`config.mk`:
```
export PLATFORM = sky130hd
export DESIGN_NAME = alu_slice16
export DESIGN_NICKNAME = d
export VERILOG_FILES = /design/src/verilog/alu_pkg.sv /design/src/verilog/alu_slice16.sv
export SDC_FILE = /design/constraint.sdc
export NUM_CORES = 1
export LEC_CHECK = 0
export BUFFER_PORTS_ARGS = -buffer_cell sky130_fd_sc_hd__buf_2
export CORE_UTILIZATION = 40
export CTS_BUF_LIST = sky130_fd_sc_hd__clkbuf_2 sky130_fd_sc_hd__clkbuf_4 sky130_fd_sc_hd__clkbuf_8
export CTS_CLUSTER_SIZE = 8
export DETAILED_ROUTE_END_ITERATION = 6
export PLACE_DENSITY_LB_ADDON = 0.2
export SLEW_MARGIN = 20
export SYNTH_ARGS = -nofsm -noshare
export SYNTH_HDL_FRONTEND = slang
export SYNTH_SLANG_ARGS = --single-unit
```
`constraint.sdc`:
```
create_clock -name CLK_SYS -period 5.9 [get_ports CLK_SYS]
set_input_delay 0.885 -clock CLK_SYS [delete_from_list [all_inputs] [get_ports CLK_SYS]]
set_output_delay 0.885 -clock CLK_SYS [all_outputs]
set_load 0.005 [all_outputs]
```
`src/verilog/alu_pkg.sv`:
```
package alu_pkg;

   // =====================================================================
   // Widths and function select encodings.
   // =====================================================================
   localparam int unsigned WORD_W = 16;
   localparam int unsigned FSEL_W = 3;

   typedef enum logic [2:0]
   {
      FN_CLEAR   = 3'h0,
      FN_NOTA_B  = 3'h1,
      FN_A_NOTB  = 3'h2,
      FN_A_PLUS  = 3'h3,
      FN_XOR     = 3'h4,
      FN_OR      = 3'h5,
      FN_AND     = 3'h6,
      FN_PRESET  = 3'h7
   } alu_func_e;

   // =====================================================================
   // Register map of the bus slave, byte addresses of aligned words.
   // =====================================================================
   localparam logic [31:0] EVT_STATUS_OFS = 32'h0000_0000;
   localparam logic [31:0] EVT_MASK_OFS   = 32'h0000_0004;
   localparam logic [31:0] RESULT_OFS     = 32'h0000_0008;
   localparam logic [31:0] ADDR_MASK      = 32'h0000_00ff;

   // Event bit positions, shared by the status and mask registers.
   localparam int unsigned EVT_OVF_BIT   = 0;
   localparam int unsigned EVT_CARRY_BIT = 1;
   localparam int unsigned EVT_ZERO_BIT  = 2;
   localparam int unsigned EVT_W         = 3;

   // Result register readback layout: result word, then live flags.
   localparam int unsigned RES_WORD_LSB = 0;
   localparam int unsigned RES_FLAG_LSB = 16;

   localparam logic [EVT_W-1:0] EVT_RESET  = 3'h0;
   localparam logic [EVT_W-1:0] MASK_RESET = 3'h0;

   // AHB transfer type bit that marks an active transfer.
   localparam int unsigned HTRANS_ACTIVE_BIT = 1;

   // =====================================================================
   // Carrier structures.
   // =====================================================================
   typedef struct packed
   {
      logic overflow;
      logic zero;
      logic carry_out;
      logic propagate_n;
      logic generate_n;
   } alu_status_s;

   typedef struct packed
   {
      logic        valid;
      logic        write;
      logic [31:0] addr;
   } alu_ahb_phase_s;

endpackage : alu_pkg

```
`src/verilog/alu_slice16.sv`:
```
`timescale 1ns/1ns

module alu_slice16
(
   input  wire logic                         CLK_SYS,           // System clock, 100 MHz.
   input  wire logic                         RESET,             // Synchronous reset, high.
   input  wire logic [alu_pkg::WORD_W-1:0]   A_IN,              // Operand A.
   input  wire logic [alu_pkg::WORD_W-1:0]   B_IN,              // Operand B.
   input  wire logic                         CARRY_IN,          // Carry into bit 0.
   input  wire logic [alu_pkg::FSEL_W-1:0]   FUNCTION_SELECT,   // ALU function code.
   input  wire logic                         EN_A_N,            // A register load, low.
   input  wire logic                         EN_B_N,            // B register load, low.
   input  wire logic                         EN_F_N,            // Result register load, low.
   input  wire logic                         OPERAND_BYPASS,    // Bypass A and B registers.
   input  wire logic                         RESULT_BYPASS,     // Bypass result register.
   input  wire logic                         A_OPERAND_SELECT,  // A operand select.
   input  wire logic                         B_OPERAND_SELECT,  // B operand select.
   input  wire logic                         OE_N,              // Result drive enable, low.
   output logic      [alu_pkg::WORD_W-1:0]   F_OUT,             // Result word.
   output logic                              F_OE_N,            // Result pin enable, low.
   output logic                              CARRY_OUT,         // Carry out of bit 15.
   output logic                              PROPAGATE_N,       // Group propagate, low.
   output logic                              GENERATE_N,        // Group generate, low.
   output logic                              OVERFLOW_FLAG,     // Arithmetic overflow.
   output logic                              ZERO_FLAG,         // Result is zero.
   input  wire logic                         HSEL,              // AHB slave select.
   input  wire logic [31:0]                  HADDR,             // AHB address.
   input  wire logic [1:0]                   HTRANS,            // AHB transfer type.
   input  wire logic                         HWRITE,            // AHB write.
   input  wire logic [2:0]                   HSIZE,             // AHB size, word only.
   input  wire logic [31:0]                  HWDATA,            // AHB write data.
   input  wire logic                         HREADY,            // AHB bus ready.
   output logic      [31:0]                  HRDATA,            // AHB read data.
   output logic                              HREADYOUT,         // AHB slave ready.
   output logic                              HRESP,             // AHB response, OKAY.
   output logic                              IRQ                // Interrupt, high.
);

   // =====================================================================
   // Declarations.
   // =====================================================================
   logic [alu_pkg::WORD_W-1:0] a_q;
   logic [alu_pkg::WORD_W-1:0] a_d;
   logic [alu_pkg::WORD_W-1:0] b_q;
   logic [alu_pkg::WORD_W-1:0] b_d;
   logic [alu_pkg::WORD_W-1:0] f_q;
   logic [alu_pkg::WORD_W-1:0] f_d;
   logic [alu_pkg::WORD_W-1:0] a_src;
   logic [alu_pkg::WORD_W-1:0] b_src;
   logic [alu_pkg::WORD_W-1:0] alu_a;
   logic [alu_pkg::WORD_W-1:0] alu_b;
   logic [alu_pkg::WORD_W-1:0] term_a;
   logic [alu_pkg::WORD_W-1:0] term_b;
   logic [alu_pkg::WORD_W-1:0] bit_g;
   logic [alu_pkg::WORD_W-1:0] bit_p;
   logic [alu_pkg::WORD_W-1:0] grp_g;
   logic [alu_pkg::WORD_W-1:0] grp_p;
   logic [alu_pkg::WORD_W-1:0] carry;
   logic [alu_pkg::WORD_W-1:0] sum;
   logic [alu_pkg::WORD_W-1:0] alu_f;
   logic                       carry16;
   logic                       is_arith;
   alu_pkg::alu_func_e         func;
   alu_pkg::alu_status_s       stat;

   alu_pkg::alu_ahb_phase_s    aph_q;
   alu_pkg::alu_ahb_phase_s    aph_d;
   logic [31:0]                rdata_q;
   logic [31:0]                rdata_d;
   logic [alu_pkg::EVT_W-1:0]  evt_q;
   logic [alu_pkg::EVT_W-1:0]  evt_d;
   logic [alu_pkg::EVT_W-1:0]  mask_q;
   logic [alu_pkg::EVT_W-1:0]  mask_d;
   logic [alu_pkg::EVT_W-1:0]  evt_set;
   logic                       addr_take;

   assign func = alu_pkg::alu_func_e'(FUNCTION_SELECT);

   // =====================================================================
   // Pipeline registers.
   // =====================================================================

   // Operand registers keep loading even while bypassed, so releasing the
   // bypass shows whatever was last captured.
   always_comb
   begin
      a_d = EN_A_N ? a_q : A_IN;
      b_d = EN_B_N ? b_q : B_IN;
      f_d = EN_F_N ? f_q : alu_f;
   end

   // No reset on the datapath: a real slice powers up with random contents,
   // and resetting sixteen-bit words would only cost area.
   always_ff @(posedge CLK_SYS)
   begin
      a_q <= a_d;
      b_q <= b_d;
      f_q <= f_d;
   end

   // =====================================================================
   // Operand selection.
   // =====================================================================

   // Bypass picks the raw inputs, then the operand mux may force a zero or
   // take the registered result back; feedback never follows the bypass.
   always_comb
   begin
      a_src = OPERAND_BYPASS ? A_IN : a_q;
      b_src = OPERAND_BYPASS ? B_IN : b_q;
      if (!B_OPERAND_SELECT && !A_OPERAND_SELECT)
      begin
         alu_b = f_q;
         alu_a = a_src;
      end
      else if (!B_OPERAND_SELECT && A_OPERAND_SELECT)
      begin
         alu_b = '0;
         alu_a = a_src;
      end
      else if (B_OPERAND_SELECT && !A_OPERAND_SELECT)
      begin
         alu_b = b_src;
         alu_a = '0;
      end
      else
      begin
         alu_b = b_src;
         alu_a = a_src;
      end
   end

   // =====================================================================
   // Arithmetic core.
   // =====================================================================

   // The terms feed both the sum and the cascade outputs, so the adder and
   // the status are always consistent with each other.
   always_comb
   begin
      term_a = alu_a;
      term_b = alu_b;
      if (func == alu_pkg::FN_NOTA_B)
      begin
         term_a = ~alu_a;
      end
      else if (func == alu_pkg::FN_A_NOTB)
      begin
         term_b = ~alu_b;
      end
      bit_g = term_a & term_b;
      bit_p = term_a | term_b;
      grp_g[0] = bit_g[0];
      grp_p[0] = bit_p[0];
      carry[0] = CARRY_IN;
      for (int i = 1; i < alu_pkg::WORD_W; i++)
      begin
         grp_p[i] = bit_p[i] & grp_p[i-1];
         grp_g[i] = bit_g[i] | (bit_p[i] & grp_g[i-1]);
         carry[i] = grp_g[i-1] | (grp_p[i-1] & carry[i-1]);
      end
      carry16 = grp_g[alu_pkg::WORD_W-1]
              | (grp_p[alu_pkg::WORD_W-1] & carry[alu_pkg::WORD_W-1]);
      sum = term_a ^ term_b ^ carry;
   end

   // =====================================================================
   // Function select.
   // =====================================================================

   // Logical and fill codes bypass the adder; the three arithmetic codes
   // all share the same sum path with the operand inversions above.
   always_comb
   begin
      is_arith = 1'b0;
      case (func)
         alu_pkg::FN_CLEAR:  alu_f = '0;
         alu_pkg::FN_NOTA_B,
         alu_pkg::FN_A_NOTB,
         alu_pkg::FN_A_PLUS:
         begin
            alu_f    = sum;
            is_arith = 1'b1;
         end
         alu_pkg::FN_XOR:    alu_f = alu_a ^ alu_b;
         alu_pkg::FN_OR:     alu_f = alu_a | alu_b;
         alu_pkg::FN_AND:    alu_f = alu_a & alu_b;
         default:            alu_f = '1;
      endcase
   end

   // Cascade outputs follow the adder terms for every code; outside the
   // arithmetic codes they carry no meaning and users must ignore them.
   always_comb
   begin
      stat.propagate_n = ~grp_p[alu_pkg::WORD_W-1];
      stat.generate_n  = ~grp_g[alu_pkg::WORD_W-1];
      stat.carry_out   = carry16;
      stat.overflow    = carry[alu_pkg::WORD_W-1] ^ carry16;
      stat.zero        = (alu_f == '0);
   end

   // Pin drivers; the result pin enable simply mirrors the drive request.
   assign F_OUT         = RESULT_BYPASS ? alu_f : f_q;
   assign F_OE_N        = OE_N;
   assign CARRY_OUT     = stat.carry_out;
   assign PROPAGATE_N   = stat.propagate_n;
   assign GENERATE_N    = stat.generate_n;
   assign OVERFLOW_FLAG = stat.overflow;
   assign ZERO_FLAG     = stat.zero;

   // =====================================================================
   // Event capture and interrupt.
   // =====================================================================

   // Events are logged when the result register loads, so each captured
   // word raises its flags once; carry and overflow only for arithmetic.
   always_comb
   begin
      evt_set = '0;
      if (!EN_F_N)
      begin
         evt_set[alu_pkg::EVT_OVF_BIT]   = is_arith & stat.overflow;
         evt_set[alu_pkg::EVT_CARRY_BIT] = is_arith & stat.carry_out;
         evt_set[alu_pkg::EVT_ZERO_BIT]  = stat.zero;
      end
   end

   // =====================================================================
   // AHB-Lite slave.
   // =====================================================================

   // Zero wait states: the address phase is captured, read data is fetched
   // at that edge and writes land at the end of the data phase.
   assign addr_take = HSEL & HREADY & HTRANS[alu_pkg::HTRANS_ACTIVE_BIT];

   always_comb
   begin
      aph_d.valid = addr_take;
      aph_d.write = HWRITE;
      aph_d.addr  = HADDR & alu_pkg::ADDR_MASK;
      rdata_d     = rdata_q;
      mask_d      = mask_q;
      // Set wins over a write-one clear in the same cycle.
      evt_d       = evt_q;
      if (aph_q.valid && aph_q.write)
      begin
         if (aph_q.addr == alu_pkg::EVT_STATUS_OFS)
         begin
            evt_d = evt_q & ~HWDATA[alu_pkg::EVT_W-1:0];
         end
         else if (aph_q.addr == alu_pkg::EVT_MASK_OFS)
         begin
            mask_d = HWDATA[alu_pkg::EVT_W-1:0];
         end
      end
      evt_d = evt_d | evt_set;
      if (addr_take && !HWRITE)
      begin
         rdata_d = '0;
         if ((HADDR & alu_pkg::ADDR_MASK) == alu_pkg::EVT_STATUS_OFS)
         begin
            rdata_d[alu_pkg::EVT_W-1:0] = evt_q;
         end
         else if ((HADDR & alu_pkg::ADDR_MASK) == alu_pkg::EVT_MASK_OFS)
         begin
            rdata_d[alu_pkg::EVT_W-1:0] = mask_q;
         end
         else if ((HADDR & alu_pkg::ADDR_MASK) == alu_pkg::RESULT_OFS)
         begin
            rdata_d[alu_pkg::RES_WORD_LSB +: alu_pkg::WORD_W] = f_q;
            rdata_d[alu_pkg::RES_FLAG_LSB +: 5]               = stat;
         end
      end
   end

   always_ff @(posedge CLK_SYS)
   begin
      if (RESET)
      begin
         aph_q   <= '0;
         rdata_q <= '0;
         evt_q   <= alu_pkg::EVT_RESET;
         mask_q  <= alu_pkg::MASK_RESET;
      end
      else
      begin
         aph_q   <= aph_d;
         rdata_q <= rdata_d;
         evt_q   <= evt_d;
         mask_q  <= mask_d;
      end
   end

   // Only word transfers are meaningful; other sizes behave as words.
   assign HRDATA    = rdata_q;
   assign HREADYOUT = 1'b1;
   assign HRESP     = 1'b0;
   assign IRQ       = |(evt_q & mask_q);

endmodule : alu_slice16

```
Word-level counts from Yosys, hierarchy flattened
Cells that the tools add are included.
Word-level totals
  register bits after elaboration: 109
  input port bits: 118
  output and inout port bits: 57
Cells by class
  equal/unequal tests: 9
  mux-type cells: 21
  bitwise logic cells: 98
  reductions and logical operators: 15
Operators with widths (count)
  $mux 16: 11
  $pmux 16 s5: 1
  $logic_not 32->1: 2
  $and 1x1->1: 50
  $xor 16x16->16: 3
  $mux 18: 2
  $and 16x16->16: 2
  $eq 32x3->1 const B: 1
  $not 16->16: 2
  $or 16x16->16: 2
  $or 1x1->1: 31
  $mux 21: 1
  $logic_not 16->1: 1
  $mux 3: 5
  $eq 3x3->1 const B: 3
  $eq 8x3->1 const B: 1
  $eq 8x4->1 const B: 1
  $and 3x3->3: 2
  $eq 3x2->1 const B: 2
  $reduce_or 3->1: 2
  $logic_and 1x1->1: 5
  $eq 3x1->1 const B: 1
  $logic_not 1->1: 3
  $logic_not 3->1: 1
  6 further kinds: 8

Depth between registers and ports, before layout
  depth after elaboration: 44
  depth in mapped cells: 18
  depth with buffers taken out: 15

Worst setup path after synthesis
No wires, ideal clock.
  path kind: input to output
  from: input FUNCTION_SELECT[1] (netlist bit)
  to: output ZERO_FLAG
  arrival time: 5332 ps
  required time: 5015 ps
  setup slack: -317 ps
  stages: 16
  buffers on the path: 3
  cell sequence: buf_2 > buf_1 > nor3_1 > clkbuf_1 > xnor2_1 > inv_1 > fa_1 > nor3_1 > or4_1 > a21oi_1 > o311ai_1 > mux2_2 > or3_1 > nor4_1 > nand4_1 > nor3_1
On the way
  cells in the longest elaborated chain, start to end: 37
  elaborated cells on any way between the ends: 89
  those cells by class: eq/ne: 6; mux: 4; bitwise: 76; reduce/logical: 3
Ends and longest elaborated chain
  start, declared: RTL line alu_slice16.sv:10  | input wire logic [alu_pkg::FSEL_W-1:0] FUNCTION_SELECT,
  $eq 3x2->1: RTL line alu_slice16.sv:147, alu_slice16.sv:176
  $mux 16: RTL line alu_slice16.sv:147  | else if (func == alu_pkg::FN_A_NOTB)
  $mux 16: RTL line alu_slice16.sv:143  | if (func == alu_pkg::FN_NOTA_B)
  $or 16x16->16: RTL line alu_slice16.sv:152  | bit_p = term_a | term_b;
  $and 1x1->1: RTL line alu_slice16.sv:160  | carry[i] = grp_g[i-1] | (grp_p[i-1] & carry[i-1]);
  $or 1x1->1: RTL line alu_slice16.sv:160
  $and 1x1->1: RTL line alu_slice16.sv:160
  $or 1x1->1: RTL line alu_slice16.sv:160
  [... 21 more ...]
  $or 1x1->1: RTL line alu_slice16.sv:160
  $and 1x1->1: RTL line alu_slice16.sv:160
  $or 1x1->1: RTL line alu_slice16.sv:160
  $and 1x1->1: RTL line alu_slice16.sv:160
  $or 1x1->1: RTL line alu_slice16.sv:160
  $xor 16x16->16: RTL line alu_slice16.sv:164  | sum = term_a ^ term_b ^ carry;
  $pmux 16 s5 *: RTL line alu_slice16.sv:176  | case (func)
  $logic_not 16->1 *: RTL line alu_slice16.sv:200  | stat.zero = (alu_f == '0);
  end, declared: RTL line alu_slice16.sv:25  | output logic ZERO_FLAG,
Mark *: on every way between the ends. The rest lies on a longest branch, timed or not.

Worst setup path after layout
  from: input OPERAND_BYPASS
  to: output ZERO_FLAG
On the way
  elaborated cells on any way between the ends: 93
  those cells by class: mux: 11; bitwise: 81; reduce/logical: 1
RTL lines
  start, declared: RTL line alu_slice16.sv:14  | input wire logic OPERAND_BYPASS,
  $mux 16 (on tied branches): RTL line alu_slice16.sv:109, alu_slice16.sv:110
  $mux 16 (on tied branches): RTL line alu_slice16.sv:121, alu_slice16.sv:116
  $mux 16 (on tied branches): RTL line alu_slice16.sv:116, alu_slice16.sv:111
  $mux 16 or $not 16->16 (tied branches): RTL line alu_slice16.sv:111, alu_slice16.sv:149
  $not 16->16 or $mux 16 (tied branches): RTL line alu_slice16.sv:145, alu_slice16.sv:147
  $mux 16: RTL line alu_slice16.sv:143
  $or 16x16->16: RTL line alu_slice16.sv:152
  $and 1x1->1: RTL line alu_slice16.sv:160
  [... 13 more ...]
  $and 1x1->1: RTL line alu_slice16.sv:160
  $or 1x1->1: RTL line alu_slice16.sv:160
  $and 1x1->1: RTL line alu_slice16.sv:160
  $or 1x1->1: RTL line alu_slice16.sv:160
  $xor 16x16->16: RTL line alu_slice16.sv:164
  $pmux 16 s5 *: RTL line alu_slice16.sv:176
  named net alu_f, one bit: RTL line alu_slice16.sv:60  | logic [alu_pkg::WORD_W-1:0] alu_f;
  $logic_not 16->1 *: RTL line alu_slice16.sv:200
The timed path passes the listed nets; every way through them passes the cells marked *.

==> impl_metrics.csv <==
group,metric,value,unit
grt,grt_pass1_vias,5274,
timing,setup_slack,0.158,ns
worst_setup_path,crit_required,5.02,ns
cts,clk-insertion-delay-late,0.37,ns
cts,cts_tree,"built",
floorplanning,ioPinCount,175,
synth,ys_seq_area_frac,0.334,
synth,synth_top_cell_by_area,"edfxtp_1",
synth,yosysMostFrequentCell,"inv_1",
timing,slew_viol_final,0,
worst_setup_path,crit_family,"simple AND/OR/NAND/NOR gates",
floorplanning,rows,46,
grt,grt_pass1_wl,28800,um
place,gp_congestion,0.856,
place,dp_cells,1040,
synth,synth-seq-cells,85,
cts,root_buffer,"clkbuf_8",
floorplanning,die-area,16800,um2
worst_setup_path,cp-start-kind,"input pin",
grt,grt_max_degree,40,
synth,synth_xor_area_frac,0.0469,
place,io_buffer_count,102,
synth,synthMuxAreaShare,0.105,
worst_setup_path,path_common_cell,"buf_4",
grt,use_met3,0.0283,
synth,synthArstFlopShare,0,
worst_setup_path,path_buf_inv,5,
synth,synth_top_family_by_area,"compound AO/OA/AOI/OAI gates",
timing,setup_violations,0,
routing,drt_iter0_drc,409,
power_and_ir_drop,p_per_area,246,nW/um2
final_layout,n_antenna_cell,0,
synth,netlist_instances,710,
grt,antenna_found_initial,0,
grt,met2_usage,0.371,
cts,clkTransAtPathRegs,0.09,ns
routing,wirelength,18600,um
synth,synthSimpleGateAreaFrac,0.146,
timing,hold_viol,0,
worst_setup_path,cp_cell_sequence,"buf_2, mux2_2, nand2_1, o21ai_1, xor2_1, buf_4, buf_4, ha_1, nor3b_2, or3_4, a211o_1, a311oi_1, nand3_1, or3_1, nor4_2, buf_4, nand4_1, nor3_1, buf_2",
worst_setup_path,crit_path_end_kind,"output pin",
routing,drt.antenna.violating_nets,0,
synth,synth_cell_types,69,
synth,yosys-top-cells-area,"edfxtp_1, ha_1, dfxtp_1, mux2i_1, mux2_2",
timing,fmax,174,MHz
synth,synth_edf_count,48,
final_layout,final-instance-count-excl-fill,1058,
final_layout,area_growth,20.8,%
cts,h-tree-depth,3,
final_layout,post-route-cell-area,7890,um2
flow_run,cap_violations,0,
place,pre_cts_ws,-0.0211,ns
routing,wire_per_inst,17.6,um
worst_setup_path,max_stage_delay,0.40,ns
grt,grt_busiest_layer,"met2",
worst_setup_path,crit_type,"in -> out",
synth,synthTopCellsByCount,"inv_1, nor2_1, ha_1, edfxtp_1, dfxtp_1",
synth,synth_top_area_share,0.221,
grt,overflow,0,
worst_setup_path,arrival,4.86,ns
floorplanning,core_area,15900,um2
routing,drc,0,
grt,grt_use_total,0.224,
final_layout,drive_above_1_share,0.280,
cts,cts_buffers,9,
place,dp_hpwl,14500,um
floorplanning,initial_core_util,0.410,
cts,cts_buffer_depth,2,
timing,finalClockSkew,0.0116,ns
timing,tightest_slew,0.684,ns
power_and_ir_drop,p_leak,3.70,nW
outcome,status,"complete, no violations",
timing,slew-limit-headroom,0.544,
routing,vias,5646,
routing,viasPerCell,5.34,
synth,synth-compound-area-share,0.155,
synth,avgSynthCellArea,9.20,um2
synth,synth_area,6530,um2
power_and_ir_drop,vdd_drop_max,110,uV
timing,fin_crit_sh,0.973,
min_path,hp-class,"reg -> reg",
place,placed_area,7490,um2
synth,synth_ff_type,"edfxtp_1",
floorplanning,fp.dieH,130,um
routing,first_pass_iters,6,
floorplanning,die_w,130,um
cts,cts_num_sinks,85,
synth,yosys.area_share.adder,0.126,
final_layout,nNetsFinal,1020,
worst_setup_path,cp_max_fo,6,
worst_setup_path,cp_slowest_cell,"or3_4",
timing,min_period,5.74,ns
synth,yosys_warnings,0,
grt,grtUsageMet1,0.309,
layout by cell type (no fill, tap or decap), types with 4 or more instances in the layout:
cell type,Yosys,final
xor2_1,31,30
nor4_2,0,4
nand3_1,10,10
mux2_2,29,29
nor2_1,71,70
a31oi_1,7,6
mux2i_1,36,36
ha_1,64,62
buf_2,2,102
edfxtp_1,48,48
conb_1,2,13
a21o_1,4,4
nor4_1,10,6
nand4_1,4,4
a221oi_1,9,9
a221o_1,4,4
nand2_1,27,27
clkbuf_8,0,9
or2_2,4,4
nand2b_1,8,8
or3_1,5,4
inv_1,86,86
o21ai_0,15,14
a22oi_1,22,22
a22o_1,14,14
a21oi_1,20,18
nor2b_1,16,15
nor3_1,18,14
buf_4,15,48
dfxtp_1,37,37
or4_1,5,4
worst paths after layout:
check,startpoint,end,slack [ns],depth (start not counted)
setup / recovery,OPERAND_BYPASS,ZERO_FLAG,0.16,19
hold reg to reg,HRDATA[19],HRDATA[19],0.48,2
setup reg to reg,b_q[0],HRDATA[19],1.59,17
hold / removal,HRDATA[19],HRDATA[19],0.48,2
repair_timing:
item	in CTS	in global routing
endpoints found under the setup margin	1	5
hold buffers	0	0
pin swaps	0	4
setup buffers	0	2
cloned	0	0
gates resized for setup	1	29
hold endpoints to repair	0	0
sequential cells by signal, indices dropped and copies added (netlist names):
name / count
mask_q: 3
b_q: 16
a_q: 16
aph_q: 10
evt_q: 3
f_q: 16
HRDATA: 21
cell families (layout without fill, tap and decap cells):
logic type,after synthesis,after routing
AO/OA/AOI/OAI,132,132
adder cells (fa/ha/maj),65,65
flip-flops,85,85
other,2,13
multiplexers,65,65
AND/OR/NAND/NOR,193,193
XOR/XNOR,35,35
buffers and inverters,133,254
stage by stage:
stage	TNS, ns	utilization	hold slack, ns	total power (W)
2_1_floorplan	0	-	0.458	0.00117
3_3_place_gp	0	0.470	0.469	0.00142
3_5_place_dp	-0.0211	0.470	0.474	0.00143
4_1_cts	0	0.484	0.487	0.00191
5_1_grt	-0.000294	0.495	0.499	0.00205
6_report	0	0.495	0.483	0.00194
routing by layer:
metal	vias up	wire [um]
li1	2739	-
met1	2734	8830
met2	158	8740
met3	15	792
met4	0	243
met5	-	0
layout make-up:
cell class                 instances  area [um2]
clock buffer                       9         124
clock inverter                     7        96.3
fill                            1521        8050
inverter                          86         323
multi-input combinational        503        3990
sequential                        85        2180
tap                              216         270
timing repair buffer             152         902
power by group:
part	switching (W)	internal, W	total (W)
sequential	0.0000235	0.000676	0.000699
combinational	0.000443	0.000330	0.000774
clock	0.000229	0.000240	0.000469
total	0.000696	0.00125	0.00194
worst reg2reg max path, cell delays in order (launching register included):
cell       delay (ns)
edfxtp_1         0.36
mux2_2           0.27
nand2_1          0.06
o21ai_1          0.12
xor2_1           0.19
buf_4            0.17
buf_4            0.13
ha_1             0.22
nor3b_2          0.18
or3_4            0.40
buf_4            0.17
a2111oi_4        0.31
a21oi_1          0.17
o41ai_2          0.50
and3_1           0.27
o31ai_4          0.10
or4b_1           0.50
o22ai_2          0.12
Note: power is estimated with default switching activity, not from simulation.
